===== src/verilog/bls_pkg.sv =====
package bls_pkg;

  // ==========================================================================
  // Register offsets (holding register addresses)
  // ==========================================================================
  localparam logic [15:0] SWITCH_OFF_OUT_TIME_OFS   = 16'h9c62;
  localparam logic [15:0] FORCE_HOST_SHUTDOWN_OFS   = 16'h9c69;
  localparam logic [15:0] BACKUP_DISABLE_ENABLE_OFS = 16'h9c98;
  localparam logic [15:0] BUFFERING_TIME_OFS        = 16'h9ca8;
  localparam logic [15:0] HOST_SHUTDOWN_TIME_OFS    = 16'h9caf;
  localparam logic [15:0] LOAD_SHUTDOWN_COMMAND_OFS = 16'h9cc5;
  localparam logic [15:0] LOAD_OFF_TIMEOUT_OFS      = 16'h9cc7;

  // ==========================================================================
  // Command values and reset values
  // ==========================================================================
  localparam logic [15:0] LOAD_OFF_CMD       = 16'd32001;
  localparam logic [15:0] LOAD_ON_CMD        = 16'd32000;
  localparam logic [15:0] FORCE_CMD          = 16'h0001;
  localparam logic [15:0] HOST_TIME_RST      = 16'd60;
  localparam logic [15:0] SWITCH_OFF_RST     = 16'd20;
  localparam logic [15:0] BUFFER_TIME_RST    = 16'h0000;
  localparam logic [15:0] BACKUP_EN_RST      = 16'h0000;
  localparam logic [15:0] LOAD_TIMEOUT_RST   = 16'h0000;
  localparam logic [15:0] ZERO16             = 16'h0000;

  // ==========================================================================
  // Timing
  // ==========================================================================
  localparam int          CLK_HZ         = 100_000_000;
  localparam int          TICK_PERIOD_S  = 1;
  localparam int          TICK_CYCLES    = CLK_HZ * TICK_PERIOD_S;
  localparam int          FLICKER_MS     = 100;
  localparam int          FLICKER_CYCLES = CLK_HZ / 1000 * FLICKER_MS;

  // Selector position durations in seconds (0.5 min rounds to 30 s)
  localparam logic [15:0] SEL_SEC_1 = 16'd30;
  localparam logic [15:0] SEL_SEC_2 = 16'd120;
  localparam logic [15:0] SEL_SEC_3 = 16'd300;
  localparam logic [15:0] SEL_SEC_4 = 16'd600;
  localparam logic [15:0] SEL_SEC_5 = 16'd900;
  localparam logic [15:0] SEL_SEC_6 = 16'd1200;
  localparam logic [15:0] SEL_SEC_7 = 16'd1800;
  localparam logic [15:0] SEL_SEC_8 = 16'd2700;
  localparam logic [15:0] SEL_SEC_9 = 16'd3600;

  // ==========================================================================
  // Types
  // ==========================================================================
  typedef enum logic [5:0] {
    ST_NORMAL  = 6'b00_0001,
    ST_BUFFER  = 6'b00_0010,
    ST_HOSTSD  = 6'b00_0100,
    ST_OUTOFF  = 6'b00_1000,
    ST_STEP4   = 6'b01_0000,
    ST_POWEROFF= 6'b10_0000
  } bls_state_type;

  typedef struct packed {
    logic        mains_ok;
    logic        batt_low;
    logic        charge_low;
    logic        capacity_set;
    logic        cutoff;
    logic        remote_closed;
  } bls_sense_type;

  typedef struct packed {
    logic        wr;
    logic        rd;
    logic [15:0] addr;
    logic [15:0] wdata;
  } bls_reg_req_type;

endpackage : bls_pkg


===== src/verilog/bls_sequencer.sv =====
// Overview of operation
// - Write 32001 to load command: load off, command reads back 1.
// - Diagnostic indicator flickers while load is held off by command.
// - Write 32000 to load command: load on, command reads back 0.
// - Non-zero load-off timeout turns load back on after that time.
// - Permanent output on except in power-off; dynamic output set by network commands.
// - Mains loss starts buffering timer from ten-position selector.
// - Selector position 0: buffer with no time limit until cutoff.
// - Buffering time also settable by holding register.
// - Enable register zero: always back up; contact drives fast charge.
// - Enable register one: contact open disables, closed permits backup.
// - Backup disabled, host time zero: turn off at mains loss.
// - Backup disabled, host time non-zero: mains loss starts at step two.
// - Host time non-zero runs four-step sequence from mains loss.
// - Mains return during buffering abandons shutdown, resumes charging.
// - Buffering time zero: buffering ends only on mains return, battery limits or a force write.
// - Buffering expiry: step two if host time set, else turn off.
// - Low battery, low charge with capacity, or force write while buffering: step two if host time set, else turn off.
// - Step two start signals host shutdown; mains return ignored.
// - Step two lasts host shutdown time, default 60 s, then step three.
// - Step three holds load off for switch-off time, default 20 s.
// - Step four: power down without mains, else re-enable load.
// - Battery below deep-discharge cutoff switches the device off.
`timescale 1ns/1ps
`default_nettype none

module bls_sequencer (
  // Clock and reset
  input  wire logic                     sys_clk,
  input  wire logic                     rst_n,
  // Register access
  input  wire bls_pkg::bls_reg_req_type reg_req,
  output logic [15:0]                   reg_rdata,
  output logic                          reg_ack,
  // Field sense inputs
  input  wire bls_pkg::bls_sense_type   sense,
  input  wire logic [3:0]               buffer_selector,
  input  wire logic                     selector_fitted,
  input  wire logic                     dyn_out_cmd,
  // Power and status outputs
  output logic                          permanent_out_on,
  output logic                          dynamic_out_on,
  output logic                          backup_active,
  output logic                          fast_charge_en,
  output logic                          host_shutdown_req,
  output logic                          device_off,
  output logic                          diagnostic_indicator,
  output bls_pkg::bls_state_type        seq_state
);

  // ==========================================================================
  // Holding registers
  // ==========================================================================
  logic [15:0] switch_off_out_time_ff;
  logic [15:0] backup_disable_enable_ff;
  logic [15:0] buffering_time_ff;
  logic [15:0] host_shutdown_time_ff;
  logic [15:0] load_off_timeout_ff;
  logic        load_cmd_off_ff;
  logic        force_ff;
  logic        force_wr;
  logic        load_timeout_hit;
  logic        load_cmd_wr;
  logic        load_off_wr;
  logic        load_on_wr;

  // Command words act only on their exact value; anything else is dropped
  assign force_wr    = reg_req.wr
                       && reg_req.addr == bls_pkg::FORCE_HOST_SHUTDOWN_OFS
                       && reg_req.wdata == bls_pkg::FORCE_CMD;
  assign load_cmd_wr = reg_req.wr
                       && reg_req.addr == bls_pkg::LOAD_SHUTDOWN_COMMAND_OFS;
  assign load_off_wr = load_cmd_wr && reg_req.wdata == bls_pkg::LOAD_OFF_CMD;
  assign load_on_wr  = load_cmd_wr && reg_req.wdata == bls_pkg::LOAD_ON_CMD;

  always_ff @(posedge sys_clk) begin
    if (!rst_n) begin
      switch_off_out_time_ff   <= bls_pkg::SWITCH_OFF_RST;
      backup_disable_enable_ff <= bls_pkg::BACKUP_EN_RST;
      buffering_time_ff        <= bls_pkg::BUFFER_TIME_RST;
      host_shutdown_time_ff    <= bls_pkg::HOST_TIME_RST;
      load_off_timeout_ff      <= bls_pkg::LOAD_TIMEOUT_RST;
    end else if (reg_req.wr) begin
      if (reg_req.addr == bls_pkg::SWITCH_OFF_OUT_TIME_OFS) begin
        switch_off_out_time_ff <= reg_req.wdata;
      end else if (reg_req.addr == bls_pkg::BACKUP_DISABLE_ENABLE_OFS) begin
        backup_disable_enable_ff <= reg_req.wdata;
      end else if (reg_req.addr == bls_pkg::BUFFERING_TIME_OFS) begin
        buffering_time_ff <= reg_req.wdata;
      end else if (reg_req.addr == bls_pkg::HOST_SHUTDOWN_TIME_OFS) begin
        host_shutdown_time_ff <= reg_req.wdata;
      end else if (reg_req.addr == bls_pkg::LOAD_OFF_TIMEOUT_OFS) begin
        load_off_timeout_ff <= reg_req.wdata;
      end
    end
  end

  // Load command: a write wins over the timeout expiring in the same cycle
  always_ff @(posedge sys_clk) begin
    if (!rst_n) begin
      load_cmd_off_ff <= 1'b0;
    end else if (load_off_wr) begin
      load_cmd_off_ff <= 1'b1;
    end else if (load_on_wr) begin
      load_cmd_off_ff <= 1'b0;
    end else if (load_timeout_hit) begin
      load_cmd_off_ff <= 1'b0;
    end
  end

  // Force request sticks until consumed; a new write wins over the consume
  logic force_consume;
  always_ff @(posedge sys_clk) begin
    if (!rst_n) begin
      force_ff <= 1'b0;
    end else if (force_wr) begin
      force_ff <= 1'b1;
    end else if (force_consume) begin
      force_ff <= 1'b0;
    end
  end

  // Read path, one cycle after the request
  always_ff @(posedge sys_clk) begin
    if (!rst_n) begin
      reg_rdata <= bls_pkg::ZERO16;
      reg_ack   <= 1'b0;
    end else begin
      reg_ack <= reg_req.rd || reg_req.wr;
      if (!reg_req.rd) begin
        reg_rdata <= reg_rdata;
      end else if (reg_req.addr == bls_pkg::SWITCH_OFF_OUT_TIME_OFS) begin
        reg_rdata <= switch_off_out_time_ff;
      end else if (reg_req.addr == bls_pkg::FORCE_HOST_SHUTDOWN_OFS) begin
        reg_rdata <= {15'h0000, force_ff};
      end else if (reg_req.addr == bls_pkg::BACKUP_DISABLE_ENABLE_OFS) begin
        reg_rdata <= backup_disable_enable_ff;
      end else if (reg_req.addr == bls_pkg::BUFFERING_TIME_OFS) begin
        reg_rdata <= buffering_time_ff;
      end else if (reg_req.addr == bls_pkg::HOST_SHUTDOWN_TIME_OFS) begin
        reg_rdata <= host_shutdown_time_ff;
      end else if (reg_req.addr == bls_pkg::LOAD_SHUTDOWN_COMMAND_OFS) begin
        reg_rdata <= {15'h0000, load_cmd_off_ff};
      end else if (reg_req.addr == bls_pkg::LOAD_OFF_TIMEOUT_OFS) begin
        reg_rdata <= load_off_timeout_ff;
      end else begin
        reg_rdata <= bls_pkg::ZERO16;
      end
    end
  end

  // ==========================================================================
  // One-second tick
  // ==========================================================================
  // Free-running, so a step of N s ends between N-1 and N s
  logic [26:0] tick_cnt_ff;
  logic        tick;
  assign tick = tick_cnt_ff == 27'(bls_pkg::TICK_CYCLES - 1);

  always_ff @(posedge sys_clk) begin
    if (!rst_n || tick) begin
      tick_cnt_ff <= 27'h000_0000;
    end else begin
      tick_cnt_ff <= tick_cnt_ff + 27'h000_0001;
    end
  end

  // ==========================================================================
  // Load-off timeout
  // ==========================================================================
  logic [15:0] load_off_secs_ff;
  assign load_timeout_hit = load_cmd_off_ff && load_off_timeout_ff != 16'h0000
                            && load_off_secs_ff >= load_off_timeout_ff;

  always_ff @(posedge sys_clk) begin
    if (!rst_n || !load_cmd_off_ff) begin
      load_off_secs_ff <= 16'h0000;
    end else if (tick && load_off_secs_ff != 16'hffff) begin
      load_off_secs_ff <= load_off_secs_ff + 16'h0001;
    end
  end

  // ==========================================================================
  // Buffering duration and backup permission
  // ==========================================================================
  logic [15:0] buf_secs;
  logic        backup_ok;

  // A fitted switch overrides the register; position 0 has no time limit
  always_comb begin
    if (!selector_fitted) begin
      buf_secs = buffering_time_ff;
    end else begin
      case (buffer_selector)
        4'h1:    buf_secs = bls_pkg::SEL_SEC_1;
        4'h2:    buf_secs = bls_pkg::SEL_SEC_2;
        4'h3:    buf_secs = bls_pkg::SEL_SEC_3;
        4'h4:    buf_secs = bls_pkg::SEL_SEC_4;
        4'h5:    buf_secs = bls_pkg::SEL_SEC_5;
        4'h6:    buf_secs = bls_pkg::SEL_SEC_6;
        4'h7:    buf_secs = bls_pkg::SEL_SEC_7;
        4'h8:    buf_secs = bls_pkg::SEL_SEC_8;
        4'h9:    buf_secs = bls_pkg::SEL_SEC_9;
        default: buf_secs = 16'h0000;
      endcase
    end
  end

  // Only value one turns on contact sensitivity
  assign backup_ok = (backup_disable_enable_ff != 16'h0001)
                     || sense.remote_closed;
  assign fast_charge_en = (backup_disable_enable_ff != 16'h0001)
                          && sense.remote_closed;

  // ==========================================================================
  // Shutdown sequence
  // ==========================================================================
  bls_pkg::bls_state_type state_ff;
  bls_pkg::bls_state_type nxt_state;
  logic [15:0]            step_secs_ff;
  logic                   step_entry;
  logic                   host_en;
  logic                   early_exit;

  assign host_en    = host_shutdown_time_ff != 16'h0000;
  assign early_exit = sense.batt_low
                      || (sense.charge_low && sense.capacity_set)
                      || force_ff;
  assign force_consume = state_ff == bls_pkg::ST_BUFFER && early_exit;

  always_comb begin
    nxt_state = state_ff;
    case (state_ff)
      bls_pkg::ST_NORMAL: begin
        if (!sense.mains_ok) begin
          if (backup_ok) begin
            nxt_state = bls_pkg::ST_BUFFER;
          end else if (host_en) begin
            nxt_state = bls_pkg::ST_HOSTSD;
          end else begin
            nxt_state = bls_pkg::ST_POWEROFF;
          end
        end
      end
      bls_pkg::ST_BUFFER: begin
        if (sense.mains_ok) begin
          nxt_state = bls_pkg::ST_NORMAL;
        end else if (early_exit) begin
          nxt_state = host_en ? bls_pkg::ST_HOSTSD
                              : bls_pkg::ST_POWEROFF;
        end else if (buf_secs != 16'h0000 && step_secs_ff >= buf_secs) begin
          nxt_state = host_en ? bls_pkg::ST_HOSTSD
                              : bls_pkg::ST_POWEROFF;
        end
      end
      bls_pkg::ST_HOSTSD: begin
        if (step_secs_ff >= host_shutdown_time_ff) begin
          nxt_state = bls_pkg::ST_OUTOFF;
        end
      end
      bls_pkg::ST_OUTOFF: begin
        if (step_secs_ff >= switch_off_out_time_ff) begin
          nxt_state = bls_pkg::ST_STEP4;
        end
      end
      bls_pkg::ST_STEP4: begin
        nxt_state = sense.mains_ok ? bls_pkg::ST_NORMAL
                                   : bls_pkg::ST_POWEROFF;
      end
      bls_pkg::ST_POWEROFF: begin
        // Leaves for normal as soon as mains returns
        if (sense.mains_ok) begin
          nxt_state = bls_pkg::ST_NORMAL;
        end
      end
      default: nxt_state = bls_pkg::ST_NORMAL;
    endcase
    // Deep discharge overrides every step that runs from battery
    if (sense.cutoff && !sense.mains_ok) begin
      nxt_state = bls_pkg::ST_POWEROFF;
    end
  end

  assign step_entry = nxt_state != state_ff;

  always_ff @(posedge sys_clk) begin
    if (!rst_n) begin
      state_ff <= bls_pkg::ST_NORMAL;
    end else begin
      state_ff <= nxt_state;
    end
  end

  // Restarts on every step change and saturates instead of wrapping
  always_ff @(posedge sys_clk) begin
    if (!rst_n || step_entry) begin
      step_secs_ff <= 16'h0000;
    end else if (tick && step_secs_ff != 16'hffff) begin
      step_secs_ff <= step_secs_ff + 16'h0001;
    end
  end

  // ==========================================================================
  // Indicator flicker
  // ==========================================================================
  // Starts dark; first toggle one flicker period after the off command
  logic [23:0] flick_cnt_ff;
  logic        flick_ff;

  always_ff @(posedge sys_clk) begin
    if (!rst_n || !load_cmd_off_ff) begin
      flick_cnt_ff <= 24'h00_0000;
      flick_ff     <= 1'b0;
    end else if (flick_cnt_ff == 24'(bls_pkg::FLICKER_CYCLES - 1)) begin
      flick_cnt_ff <= 24'h00_0000;
      flick_ff     <= ~flick_ff;
    end else begin
      flick_cnt_ff <= flick_cnt_ff + 24'h00_0001;
    end
  end

  // ==========================================================================
  // Outputs
  // ==========================================================================
  logic outputs_live;

  // Permanent output drops only once the device has powered itself down
  always_ff @(posedge sys_clk) begin
    if (!rst_n) begin
      outputs_live <= 1'b0;
    end else begin
      outputs_live <= state_ff != bls_pkg::ST_POWEROFF;
    end
  end

  // Dynamic output is the one that a command or step three can cut
  always_ff @(posedge sys_clk) begin
    if (!rst_n) begin
      dynamic_out_on <= 1'b0;
    end else begin
      dynamic_out_on <= dyn_out_cmd && !load_cmd_off_ff
                        && state_ff != bls_pkg::ST_OUTOFF
                        && state_ff != bls_pkg::ST_POWEROFF;
    end
  end

  always_ff @(posedge sys_clk) begin
    if (!rst_n) begin
      backup_active     <= 1'b0;
      host_shutdown_req <= 1'b0;
      device_off        <= 1'b0;
    end else begin
      backup_active     <= state_ff == bls_pkg::ST_BUFFER;
      host_shutdown_req <= state_ff == bls_pkg::ST_HOSTSD;
      device_off        <= state_ff == bls_pkg::ST_POWEROFF;
    end
  end

  always_ff @(posedge sys_clk) begin
    if (!rst_n) begin
      diagnostic_indicator <= 1'b0;
    end else begin
      diagnostic_indicator <= flick_ff;
    end
  end

  assign permanent_out_on = outputs_live;
  assign seq_state        = state_ff;

endmodule : bls_sequencer

`default_nettype wire

===== config.mk =====
export PLATFORM = sky130hd
export DESIGN_NAME = bls_sequencer
export DESIGN_NICKNAME = d
export VERILOG_FILES = /design/src/verilog/bls_pkg.sv /design/src/verilog/bls_sequencer.sv
export SDC_FILE = /design/constraint.sdc
export NUM_CORES = 1
export LEC_CHECK = 0
export BUFFER_PORTS_ARGS = -buffer_cell sky130_fd_sc_hd__clkbuf_2
export CAP_MARGIN = 10
export CORE_UTILIZATION = 50
export CTS_CLUSTER_SIZE = 12
export DETAILED_ROUTE_END_ITERATION = 16
export PLACE_DENSITY = 0.68
export SYNTH_ARGS = -nofsm -noshare
export SYNTH_HDL_FRONTEND = slang
export SYNTH_SLANG_ARGS = --single-unit

===== constraint.sdc =====
create_clock -name sys_clk -period 8.6 [get_ports sys_clk]
set_clock_uncertainty 0.2 [all_clocks]
set_input_delay 1.72 -clock sys_clk [delete_from_list [all_inputs] [get_ports sys_clk]]
set_output_delay 1.72 -clock sys_clk [all_outputs]
set_load 0.05 [all_outputs]

==> flow_summary_export.csv, run 1 <==
group,metric,value,unit
logic_synthesis,synth.ff_latch_count,195,
placement,dp.cells,1642,
floorplan,die_x,148,um
floorplan,io_pins,78,
worst_setup_path,r2r_slack,5.28,ns
pwr,power_density,158,mW/mm2
worst_setup_path,crit_path_start_kind,"input pin",
logic_synthesis,synth.avg_cell_area,7.87,um2
sta,worst_slew_pin_slew,1.09,ns
logic_synthesis,syn-num-nets,1474,
drt,firstDrtPassIters,5,
floorplan,die_h,148,um
pwr,seqPwrFrac,49.3,%
worst_setup_path,critPathMaxFanout,25,
worst_setup_path,cp_slowest_cell,"o311a_1",
worst_setup_path,crit_type,"input pin to flip-flop",
outcome,status,"complete, no violations",
pwr,p_int,1.37,mW
sta,fmax,0.214,GHz
placement,portBuffers,77,
logic_synthesis,synth_top_cell_by_area,"dfxtp_1",
worst_setup_path,worstSetupEndpointType,"flip-flop",
cts,cts_buffer_depth,2,
cts,cts_setup_buffers,0,
global_routing,grt_pass1_wl,47.0,mm
pwr,p_sw,481,uW
drt,routed_wl,29.5,mm
cts,tritoncts,"done",
worst_setup_path,worst_ep_arrival_time,4.82,ns
final_layout,final_cells,1675,
global_routing,grt_max_degree,82,
cts,cts.hold.buffers_added,0,
sta,hold_violations,0,
worst_setup_path,cpLargestDelayFamily,"compound AO/OA/AOI/OAI gates",
worst_setup_path,critPathRequiredTime,8.75,ns
final_layout,num_antenna_cells,0,
cts,path_clk_slew,0.07,ns
final_layout,fillCellCount,1970,
logic_synthesis,ys_seq_area_share,36.7,%
cts,cts_buffers,17,
pwr,p_leak,4.40,nW
logic_synthesis,yosys.cell_types.count,72,
final_layout,nets,1514,
drt,num_vias,9746,
global_routing,antenna_found_initial,0,
global_routing,grt_pass1_vias,8828,
logic_synthesis,ys.flop_type,"dfxtp_1",
drt,routedWlPerCell,17.6,um
logic_synthesis,ys_warn_count,0,
sta,rsz0062_at_grt,"no",
logic_synthesis,synthMostInstantiatedCell,"nand2_1",
floorplan,dieArea,0.0219,mm2
logic_synthesis,ys_async_sr_fraction,0,%
final_layout,syn2layout_area_growth,10.5,%
sta,slew_headroom,26.8,%
floorplan,core,0.0206,mm2
sta,tns,0,ns
logic_synthesis,netlist.area_leader.share,36.7,%
global_routing,grt_overflow_total,0,
placement,dp_hpwl,21.0,mm
floorplan,initial_core_util,51.7,%
worst_hold_path,hold_path_class,"flip-flop to flip-flop",
pwr,power_frac_clock,43.5,%
worst_setup_path,crit_chain,"clkbuf_2 > inv_1 > o311a_1 > ha_1 > a41o_1 > a21oi_1 > o221ai_1 > a221oi_1 > a21oi_2 > a211oi_2 > o311ai_2 > buf_4 > nor3b_1",
drt,drtAntennaViolNets,0,
final_layout,layout-drive-gt1-share,10.2,%
cts,cts_resized,0,
logic_synthesis,syn_area,0.0106,mm2
pwr,p_comb_share,7.1,%
sta,finalCritPeriodShare,54.2,%
logic_synthesis,synthTopCellsByCount,"nand2_1 (254), dfxtp_1 (195), a21oi_1 (130), nor2_1 (130), ha_1 (74)",
logic_synthesis,synth_area_leaders,"dfxtp_1 (37%), nand2_1 (9.0%), ha_1 (8.7%)",
logic_synthesis,synth_edf_count,0,
worst_setup_path,crit_buf_inv,3,
cts,ctsHtreeMaxLevel,4,
global_routing,grt_usage,27.6,%
floorplan,row_count,52,
logic_synthesis,synthCells,1352,
run,max-cap-violations,0,
drt,drc,0,
pwr,vdd_drop_max,0.128,mV
drt,via_per_inst,5.82,
sta,drv_slew,0,
drt,drtIter0Drc,842,
cts,clk_latency,0.44,ns
cts,cts.sinks,195,
pwr,sw_frac_of_total,25.9,%
sta,setup_viol,0,
worst_setup_path,max_stage_delay,0.42,ns
placement,place.gp.congestion,0.937,
cts,root_buffer,"clkbuf_16",
sta,finalCriticalPeriod,4.66,ns
[cell type report]
| type | instances | area, um2 | area share, % |
|---|---|---|---|
| Clock inverter | 13 | 139 | 1.18 |
| Tap cell | 270 | 338 | 2.87 |
| Multi-Input combinational cell | 1033 | 6250 | 53.2 |
| Sequential cell | 195 | 3900 | 33.2 |
| Clock buffer | 19 | 453 | 3.85 |
| Timing Repair Buffer | 83 | 430 | 3.66 |
| Inverter | 62 | 233 | 1.98 |
[final timing paths]
path                                        from               end  cells after the start
worst max register to register  step_secs_ff[13]  step_secs_ff[12]                     10
worst max-delay path             selector_fitted  step_secs_ff[12]                     13
worst min-delay path              tick_cnt_ff[0]    tick_cnt_ff[0]                      1
worst min register to register    tick_cnt_ff[0]    tick_cnt_ff[0]                      1
[placed cells by master (no fill, tap or decap), drive strengths merged, types with 8 or more instances in the layout]
cell / n
nand2: 254
dfxtp: 195
a21oi: 131
nor2: 131
clkbuf: 96
ha: 74
inv: 69
nand3: 68
xor2: 44
xnor2: 34
o21ai: 32
nand4: 32
nor4: 21
and3: 21
a221oi: 16
nor3: 16
nand2b: 14
and2: 12
mux2i: 11
and4: 11
nor3b: 11
nor2b: 10
nor4b: 9
a21o: 8
a211oi: 8
[stage by stage]
step / worst slack (ns) / hold slack, ns / total power [mW] / cell area, um2 / utilization, %
floorplan: 4.21 / 0.213 / 1.02 / 10600 / -
global placement: 3.36 / 0.230 / 1.06 / 11200 / 54.2
detailed placement: 3.20 / 0.248 / 1.07 / 11200 / 54.2
CTS: 3.65 / 0.264 / 1.86 / 11700 / 57.1
global route: 3.69 / 0.278 / 1.91 / 11800 / 57.2
finish: 3.94 / 0.257 / 1.85 / 11800 / 57.2
[cell families after synthesis]
kind of cell | synth area share, %
compound gates | 13.0
xor+xnor | 6.42
fa+ha+maj | 8.70
buf+inv | 4.61
mux | 1.56
flops | 36.7
simple gates | 29.0
[sequential cells by signal, summed over array words and instances, names as in the netlist]
register                  cells
tick_cnt_ff                  27
flick_cnt_ff                 24
backup_disable_enable_ff     16
buffering_time_ff            16
host_shutdown_time_ff        16
load_off_secs_ff             16
load_off_timeout_ff          16
reg_rdata                    16
step_secs_ff                 16
switch_off_out_time_ff       16
seq_state                     6
backup_active                 1
device_off                    1
diagnostic_indicator          1
dynamic_out_on                1
flick_ff                      1
force_ff                      1
host_shutdown_req             1
load_cmd_off_ff               1
permanent_out_on              1
reg_ack                       1
[power by group through the flow]
stage	Combinational (mW)	Sequential [mW]	Clock, mW
4_1_cts	0.130	0.915	0.819
5_1_grt	0.142	0.915	0.854
3_3_place_gp	0.129	0.936	0
6_report	0.133	0.915	0.807
2_1_floorplan	0.0653	0.952	0
3_5_place_dp	0.129	0.936	0
[layer usage]
metal | vias up | GRT usage (%) | wire length (um)
met2 | 372 | 42.4 | 12900
li1 | 4780 | - | -
met3 | 48 | 5.90 | 2450
met4 | 0 | 7.94 | 654
met1 | 4546 | 38.9 | 13400
met5 | - | 0 | 0
(Power assumes the default switching activity.)
==> run 2: changes to the inputs <==
--- a/config.mk
+++ b/config.mk
@@ -10,7 +10,7 @@
 export CORE_UTILIZATION = 50
 export CTS_CLUSTER_SIZE = 12
 export DETAILED_ROUTE_END_ITERATION = 16
-export PLACE_DENSITY = 0.68
+export PLACE_DENSITY = 0.71
 export SYNTH_ARGS = -nofsm -noshare
 export SYNTH_HDL_FRONTEND = slang
 export SYNTH_SLANG_ARGS = --single-unit
==> constraint.sdc (replaced) <==
create_clock -name sys_clk -period 3.9 [get_ports sys_clk]
set_clock_uncertainty 0.2 [all_clocks]
set_input_delay 0.78 -clock sys_clk [delete_from_list [all_inputs] [get_ports sys_clk]]
set_output_delay 0.78 -clock sys_clk [all_outputs]
set_load 0.05 [all_outputs]
==> flow_summary_export.csv, run 2 (same netlist as run 1, synthesis figures left out) <==
group,metric,value,unit
worst_setup_path,cp_common_cell,"ha_1",
final_layout,largest_register_ffs,27,
cts,path_clk_slew,0.08,ns
cts,cts_buffer_depth,2,
cts,cts.hold.buffers_added,0,
drt,drtAntennaViolNets,0,
sta,fmax,0.279,GHz
placement,dp.cells,1655,
cts,tritoncts,"done",
worst_setup_path,crit_path_start_kind,"input pin",
final_layout,syn2layout_area_growth,11.2,%
floorplan,core,0.0206,mm2
worst_setup_path,crit_type,"input pin to flip-flop",
placement,dp_hpwl,21.2,mm
sta,rsz0062_at_grt,"no",
drt,via_per_inst,5.77,
sta,setup_viol,0,
worst_setup_path,worst_ep_arrival_time,3.72,ns
worst_setup_path,r2r_cells,10,
global_routing,grt_overflow_total,0,
floorplan,die_x,148,um
worst_setup_path,path_depth,16,
final_layout,final_common_cell,"nand2_1",
floorplan,row_count,52,
worst_setup_path,critPathMaxFanout,16,
cts,ctsHtreeMaxLevel,4,
pwr,power_density,338,mW/mm2
global_routing,antenna_found_initial,1,
worst_setup_path,setup.worst_path.start,"buffer_selector[0]",
floorplan,initial_core_util,51.7,%
floorplan,die_h,148,um
global_routing,grt_pass1_vias,8920,
run,max-cap-violations,0,
floorplan,io_pins,78,
final_layout,fillCellCount,1955,
cts,clk_latency,0.44,ns
drt,drc,0,
global_routing,grt_max_degree,81,
final_layout,layout-drive-gt1-share,10.9,%
cts,root_buffer,"clkbuf_16",
pwr,power,3.99,mW
drt,drtIter0Drc,769,
sta,hold_ws,0.256,ns
pwr,p_leak,4.44,nW
placement,place_area,0.0113,mm2
drt,routed_wl,29.8,mm
cts,cts_resized,0,
final_layout,regArea,0.00390,mm2
worst_setup_path,critPathRequiredTime,4.04,ns
placement,portBuffers,77,
worst_setup_path,worstSetupEndpointType,"flip-flop",
worst_hold_path,min_from,"tick_cnt_ff[0]",
sta,drv_slew,0,
worst_setup_path,crit_buf_inv,4,
cts,cts_buffers,17,
floorplan,dieArea,0.0219,mm2
worst_setup_path,cp_slowest_cell,"nor4bb_1",
worst_hold_path,hold_depth,1,
sta,tns,0,ns
drt,routedWlPerCell,17.6,um
worst_setup_path,crit_chain,"clkbuf_2 > inv_1 > ha_1 > nor4bb_1 > a211oi_1 > ha_1 > a41o_1 > a21oi_1 > o221ai_1 > a221oi_1 > buf_4 > a21oi_2 > a211oi_2 > o311ai_2 > buf_12 > nor3b_1",
worst_setup_path,r2r_start,"step_secs_ff[15]",
final_layout,final_cells,1687,
sta,hold_violations,0,
drt,num_vias,9740,
worst_hold_path,hold_path_class,"flip-flop to flip-flop",
global_routing,grt_usage,28.1,%
sta,slew_headroom,28.4,%
sta,finalCriticalPeriod,3.58,ns
final_layout,num_antenna_cells,0,
final_layout,final_cell_area,0.0118,mm2
placement,place.gp.congestion,0.922,
sta,worst_slew_pin_slew,1.07,ns
final_layout,multi_input_area,0.00625,mm2
cts,cts.sinks,195,
final_layout,final_cell_mix,"nand2_1 (254), dfxtp_1 (195), a21oi_1 (130), nor2_1 (129), clkbuf_2 (77)",
outcome,status,"complete, no violations",
global_routing,grt_pass1_wl,48.0,mm
worst_setup_path,max_stage_delay,0.31,ns
sta,finalCritPeriodShare,91.8,%
worst_setup_path,cpLargestDelayFamily,"compound AO/OA/AOI/OAI gates",
final_layout,top_register,"tick_cnt_ff",
final_layout,top_regs,"tick_cnt_ff (27), flick_cnt_ff (24)",
drt,firstDrtPassIters,6,
cts,cts_setup_buffers,0,
pwr,vdd_drop_max,0.280,mV
final_layout,nets,1526,
==> run 2: changes by cell type in the layout (fill, tap and decap cells not counted) <==
cell        before  now
bufinv_16        1    0
buf_4            6   16
clkbuf_8         2    0
clkbuf_1         0    1
inv_6            5    4
buf_12           0    2
clkinvlp_4       1    4
==> run 2: stage by stage <==
step | utilization, % | setup WS [ns]
final | 57.5 | 0.320
after detailed placement | 54.8 | -0.101
after global placement | 54.8 | -0.00341
after global routing | 57.5 | 0.109
after CTS | 57.5 | 0.340
after floorplan | - | 0.453
==> run 2: worst reg2reg max path, stage by stage, from the launching register on <==
cell and delay (ns):
dfxtp_1 0.52, ha_1 0.32, a21oi_1 0.14, o21ai_0 0.14, a2111o_1 0.41, a41oi_1 0.41, o211ai_1 0.21, a211oi_2 0.28
o311ai_2 0.16, buf_12 0.18, nor3b_1 0.22
==> run 2: cell type report <==
type	count	share of cell area, %
Clock inverter	14	1.04
Timing Repair Buffer	95	4.61
Clock buffer	18	3.63
Sequential cell	195	33.0
Multi-Input combinational cell	1033	52.9
Tap cell	270	2.86
Inverter	62	1.97
==> run 2: final timing paths <==
kind,to,slack (ns)
worst max-delay path,step_secs_ff[15],0.32
worst min register to register,tick_cnt_ff[0],0.26
worst min-delay path,tick_cnt_ff[0],0.26
worst max register to register,step_secs_ff[15],0.62
==> run 2: power by group <==
part / internal [mW] / leakage [nW] / switching [mW] / total [mW]
combinational: 0.0926 / 2.61 / 0.207 / 0.300
sequential: 2.00 / 1.58 / 0.0139 / 2.02
clock: 0.838 / 0.260 / 0.838 / 1.68
==> run 2: per-layer routing <==
metal | vias to the layer above | global-route usage (%) | share of wire, %
met4 | 2 | 8.92 | 2.6
li1 | 4797 | - | -
met2 | 370 | 41.6 | 43
met3 | 57 | 5.37 | 8.5
met1 | 4514 | 40.7 | 46
met5 | - | 2.50 | 0.23
==> run 3: changes to the inputs <==
--- a/config.mk
+++ b/config.mk
@@ -10,7 +10,7 @@
 export CORE_UTILIZATION = 50
 export CTS_CLUSTER_SIZE = 12
 export DETAILED_ROUTE_END_ITERATION = 16
-export PLACE_DENSITY = 0.71
+export PLACE_DENSITY = 0.67
 export SYNTH_ARGS = -nofsm -noshare
 export SYNTH_HDL_FRONTEND = slang
 export SYNTH_SLANG_ARGS = --single-unit
==> flow_summary_export.csv, run 3 (same netlist as run 1, synthesis figures left out) <==
group,metric,value,unit
cts,cts_resized,0,
final_layout,nets,1525,
sta,finalCritPeriodShare,92.0,%
drt,drc,0,
drt,drtAntennaViolNets,0,
worst_setup_path,critPathRequiredTime,4.06,ns
pwr,power_density,341,mW/mm2
worst_setup_path,worstSetupEndpointType,"flip-flop",
cts,cts_buffers,17,
placement,dp_hpwl,21.4,mm
sta,hold_violations,0,
floorplan,row_count,52,
pwr,vdd_drop_max,0.240,mV
sta,rsz0062_at_grt,"no",
global_routing,grt_pass1_wl,47.3,mm
worst_setup_path,crit_type,"input pin to flip-flop",
drt,routedWlPerCell,17.7,um
drt,drtIter0Drc,705,
floorplan,initial_core_util,51.7,%
cts,cts_setup_buffers,0,
worst_hold_path,hold_depth,1,
drt,firstDrtPassIters,5,
global_routing,antenna_found_initial,0,
final_layout,top_regs,"tick_cnt_ff (27), flick_cnt_ff (24)",
global_routing,grt_pass1_vias,8719,
final_layout,final_cell_mix,"nand2_1 (254), dfxtp_1 (195), a21oi_1 (130), nor2_1 (129), clkbuf_2 (77)",
final_layout,final_cells,1686,
cts,ctsHtreeMaxLevel,4,
floorplan,die_x,148,um
sta,finalCriticalPeriod,3.59,ns
cts,tritoncts,"done",
cts,root_buffer,"clkbuf_16",
placement,dp.cells,1654,
placement,portBuffers,77,
cts,cts.hold.buffers_added,0,
global_routing,grt_max_degree,81,
floorplan,die_h,148,um
global_routing,grt_usage,27.8,%
sta,tns,0,ns
worst_hold_path,hold_path_class,"flip-flop to flip-flop",
worst_setup_path,worst_ep_arrival_time,3.75,ns
floorplan,dieArea,0.0219,mm2
drt,num_vias,9642,
sta,slew_headroom,28.1,%
final_layout,final_common_cell,"nand2_1",
floorplan,io_pins,78,
drt,routed_wl,29.8,mm
worst_setup_path,r2r_cells,12,
global_routing,grt_overflow_total,0,
final_layout,top_register,"tick_cnt_ff",
outcome,status,"complete, no violations",
cts,cts_buffer_depth,2,
sta,fmax,0.279,GHz
cts,cts.sinks,195,
final_layout,syn2layout_area_growth,11.2,%
pwr,sw_frac_of_total,26.9,%
pwr,p_comb_share,7.4,%
final_layout,largest_register_ffs,27,
sta,worst_slew_pin_slew,1.07,ns
floorplan,core,0.0206,mm2
pwr,p_int,2.95,mW
sta,drv_slew,0,
worst_setup_path,crit_path_start_kind,"input pin",
final_layout,fillCellCount,1972,
pwr,p_leak,4.46,nW
cts,path_clk_slew,0.07,ns
final_layout,layout-drive-gt1-share,10.9,%
pwr,power_frac_clock,42.5,%
pwr,seqPwrFrac,50.1,%
placement,place.gp.congestion,0.930,
drt,via_per_inst,5.72,
pwr,p_sw,1.08,mW
final_layout,num_antenna_cells,0,
run,max-cap-violations,0,
worst_setup_path,critPathMaxFanout,16,
sta,setup_viol,0,
cts,clk_latency,0.44,ns
-- run 3: cell types whose count changed in the layout (fill, tap and decap cells not counted), sizes merged --
cell	previous run	this run
clkinvlp	4	0
clkinv	4	7
inv	68	70
buf	18	17
clkbuf	95	94
-- run 3: path summary, 6_finish.rpt --
| path | start | endpoint | slack [ns] |
|---|---|---|---|
| worst min register to register | tick_cnt_ff[0] | tick_cnt_ff[0] | 0.25 |
| worst min-delay path | tick_cnt_ff[0] | tick_cnt_ff[0] | 0.25 |
| worst max-delay path | buffer_selector[0] | step_secs_ff[15] | 0.31 |
| worst max register to register | buffering_time_ff[9] | step_secs_ff[15] | 0.60 |
-- run 3: metrics by stage --
step           setup WS, ns  instance area, um2  hold slack, ns  power (mW)  util [%]
2_1_floorplan         0.453               10600           0.213        2.24         -
3_3_place_gp         0.0127               11300           0.232        2.36      54.7
3_5_place_dp         -0.124               11300           0.240        2.36      54.7
4_1_cts               0.315               11800           0.252        4.05      57.5
5_1_grt              0.0744               11800           0.264        4.16      57.5
6_report              0.311               11800           0.251        4.03      57.5
-- run 3: cell type report --
| type | instances | area, um2 | share of cell area (%) |
|---|---|---|---|
| Multi-Input combinational cell | 1033 | 6250 | 52.9 |
| Sequential cell | 195 | 3900 | 33.0 |
| Inverter | 62 | 233 | 1.97 |
| Clock inverter | 15 | 143 | 1.21 |
| Timing Repair Buffer | 94 | 526 | 4.44 |
| Clock buffer | 17 | 425 | 3.60 |
| Tap cell | 270 | 338 | 2.86 |
-- run 3: power by group through the flow --
stage	logic, mW	registers (mW)	clock network [mW]
after floorplan	0.144	2.10	0
after global placement	0.295	2.06	0
after detailed placement	0.296	2.06	0
after CTS	0.297	2.02	1.74
after global routing	0.321	2.02	1.82
final	0.300	2.02	1.71
-- run 3: metal layers --
metal | vias up | share of wire [%] | global-route usage (%) | routed length (um)
met3 | 39 | 7.0 | 4.94 | 2090
met5 | - | 0 | 0 | 0
li1 | 4790 | - | - | -
met2 | 287 | 44 | 42.0 | 13000
met4 | 0 | 1.9 | 7.89 | 554
met1 | 4526 | 48 | 40.3 | 14200
-- run 3: worst max-delay path: stages --
cell and delay, ns:
clkbuf_2 0.09, inv_1 0.08, ha_1 0.20, nor4bb_1 0.31, a211oi_1 0.13, ha_1 0.31
a41o_1 0.24, a21oi_1 0.16, o221ai_1 0.13, a221oi_1 0.41, a21oi_2 0.13, a211oi_2 0.27
o311ai_2 0.13, buf_12 0.18, nor3b_1 0.18
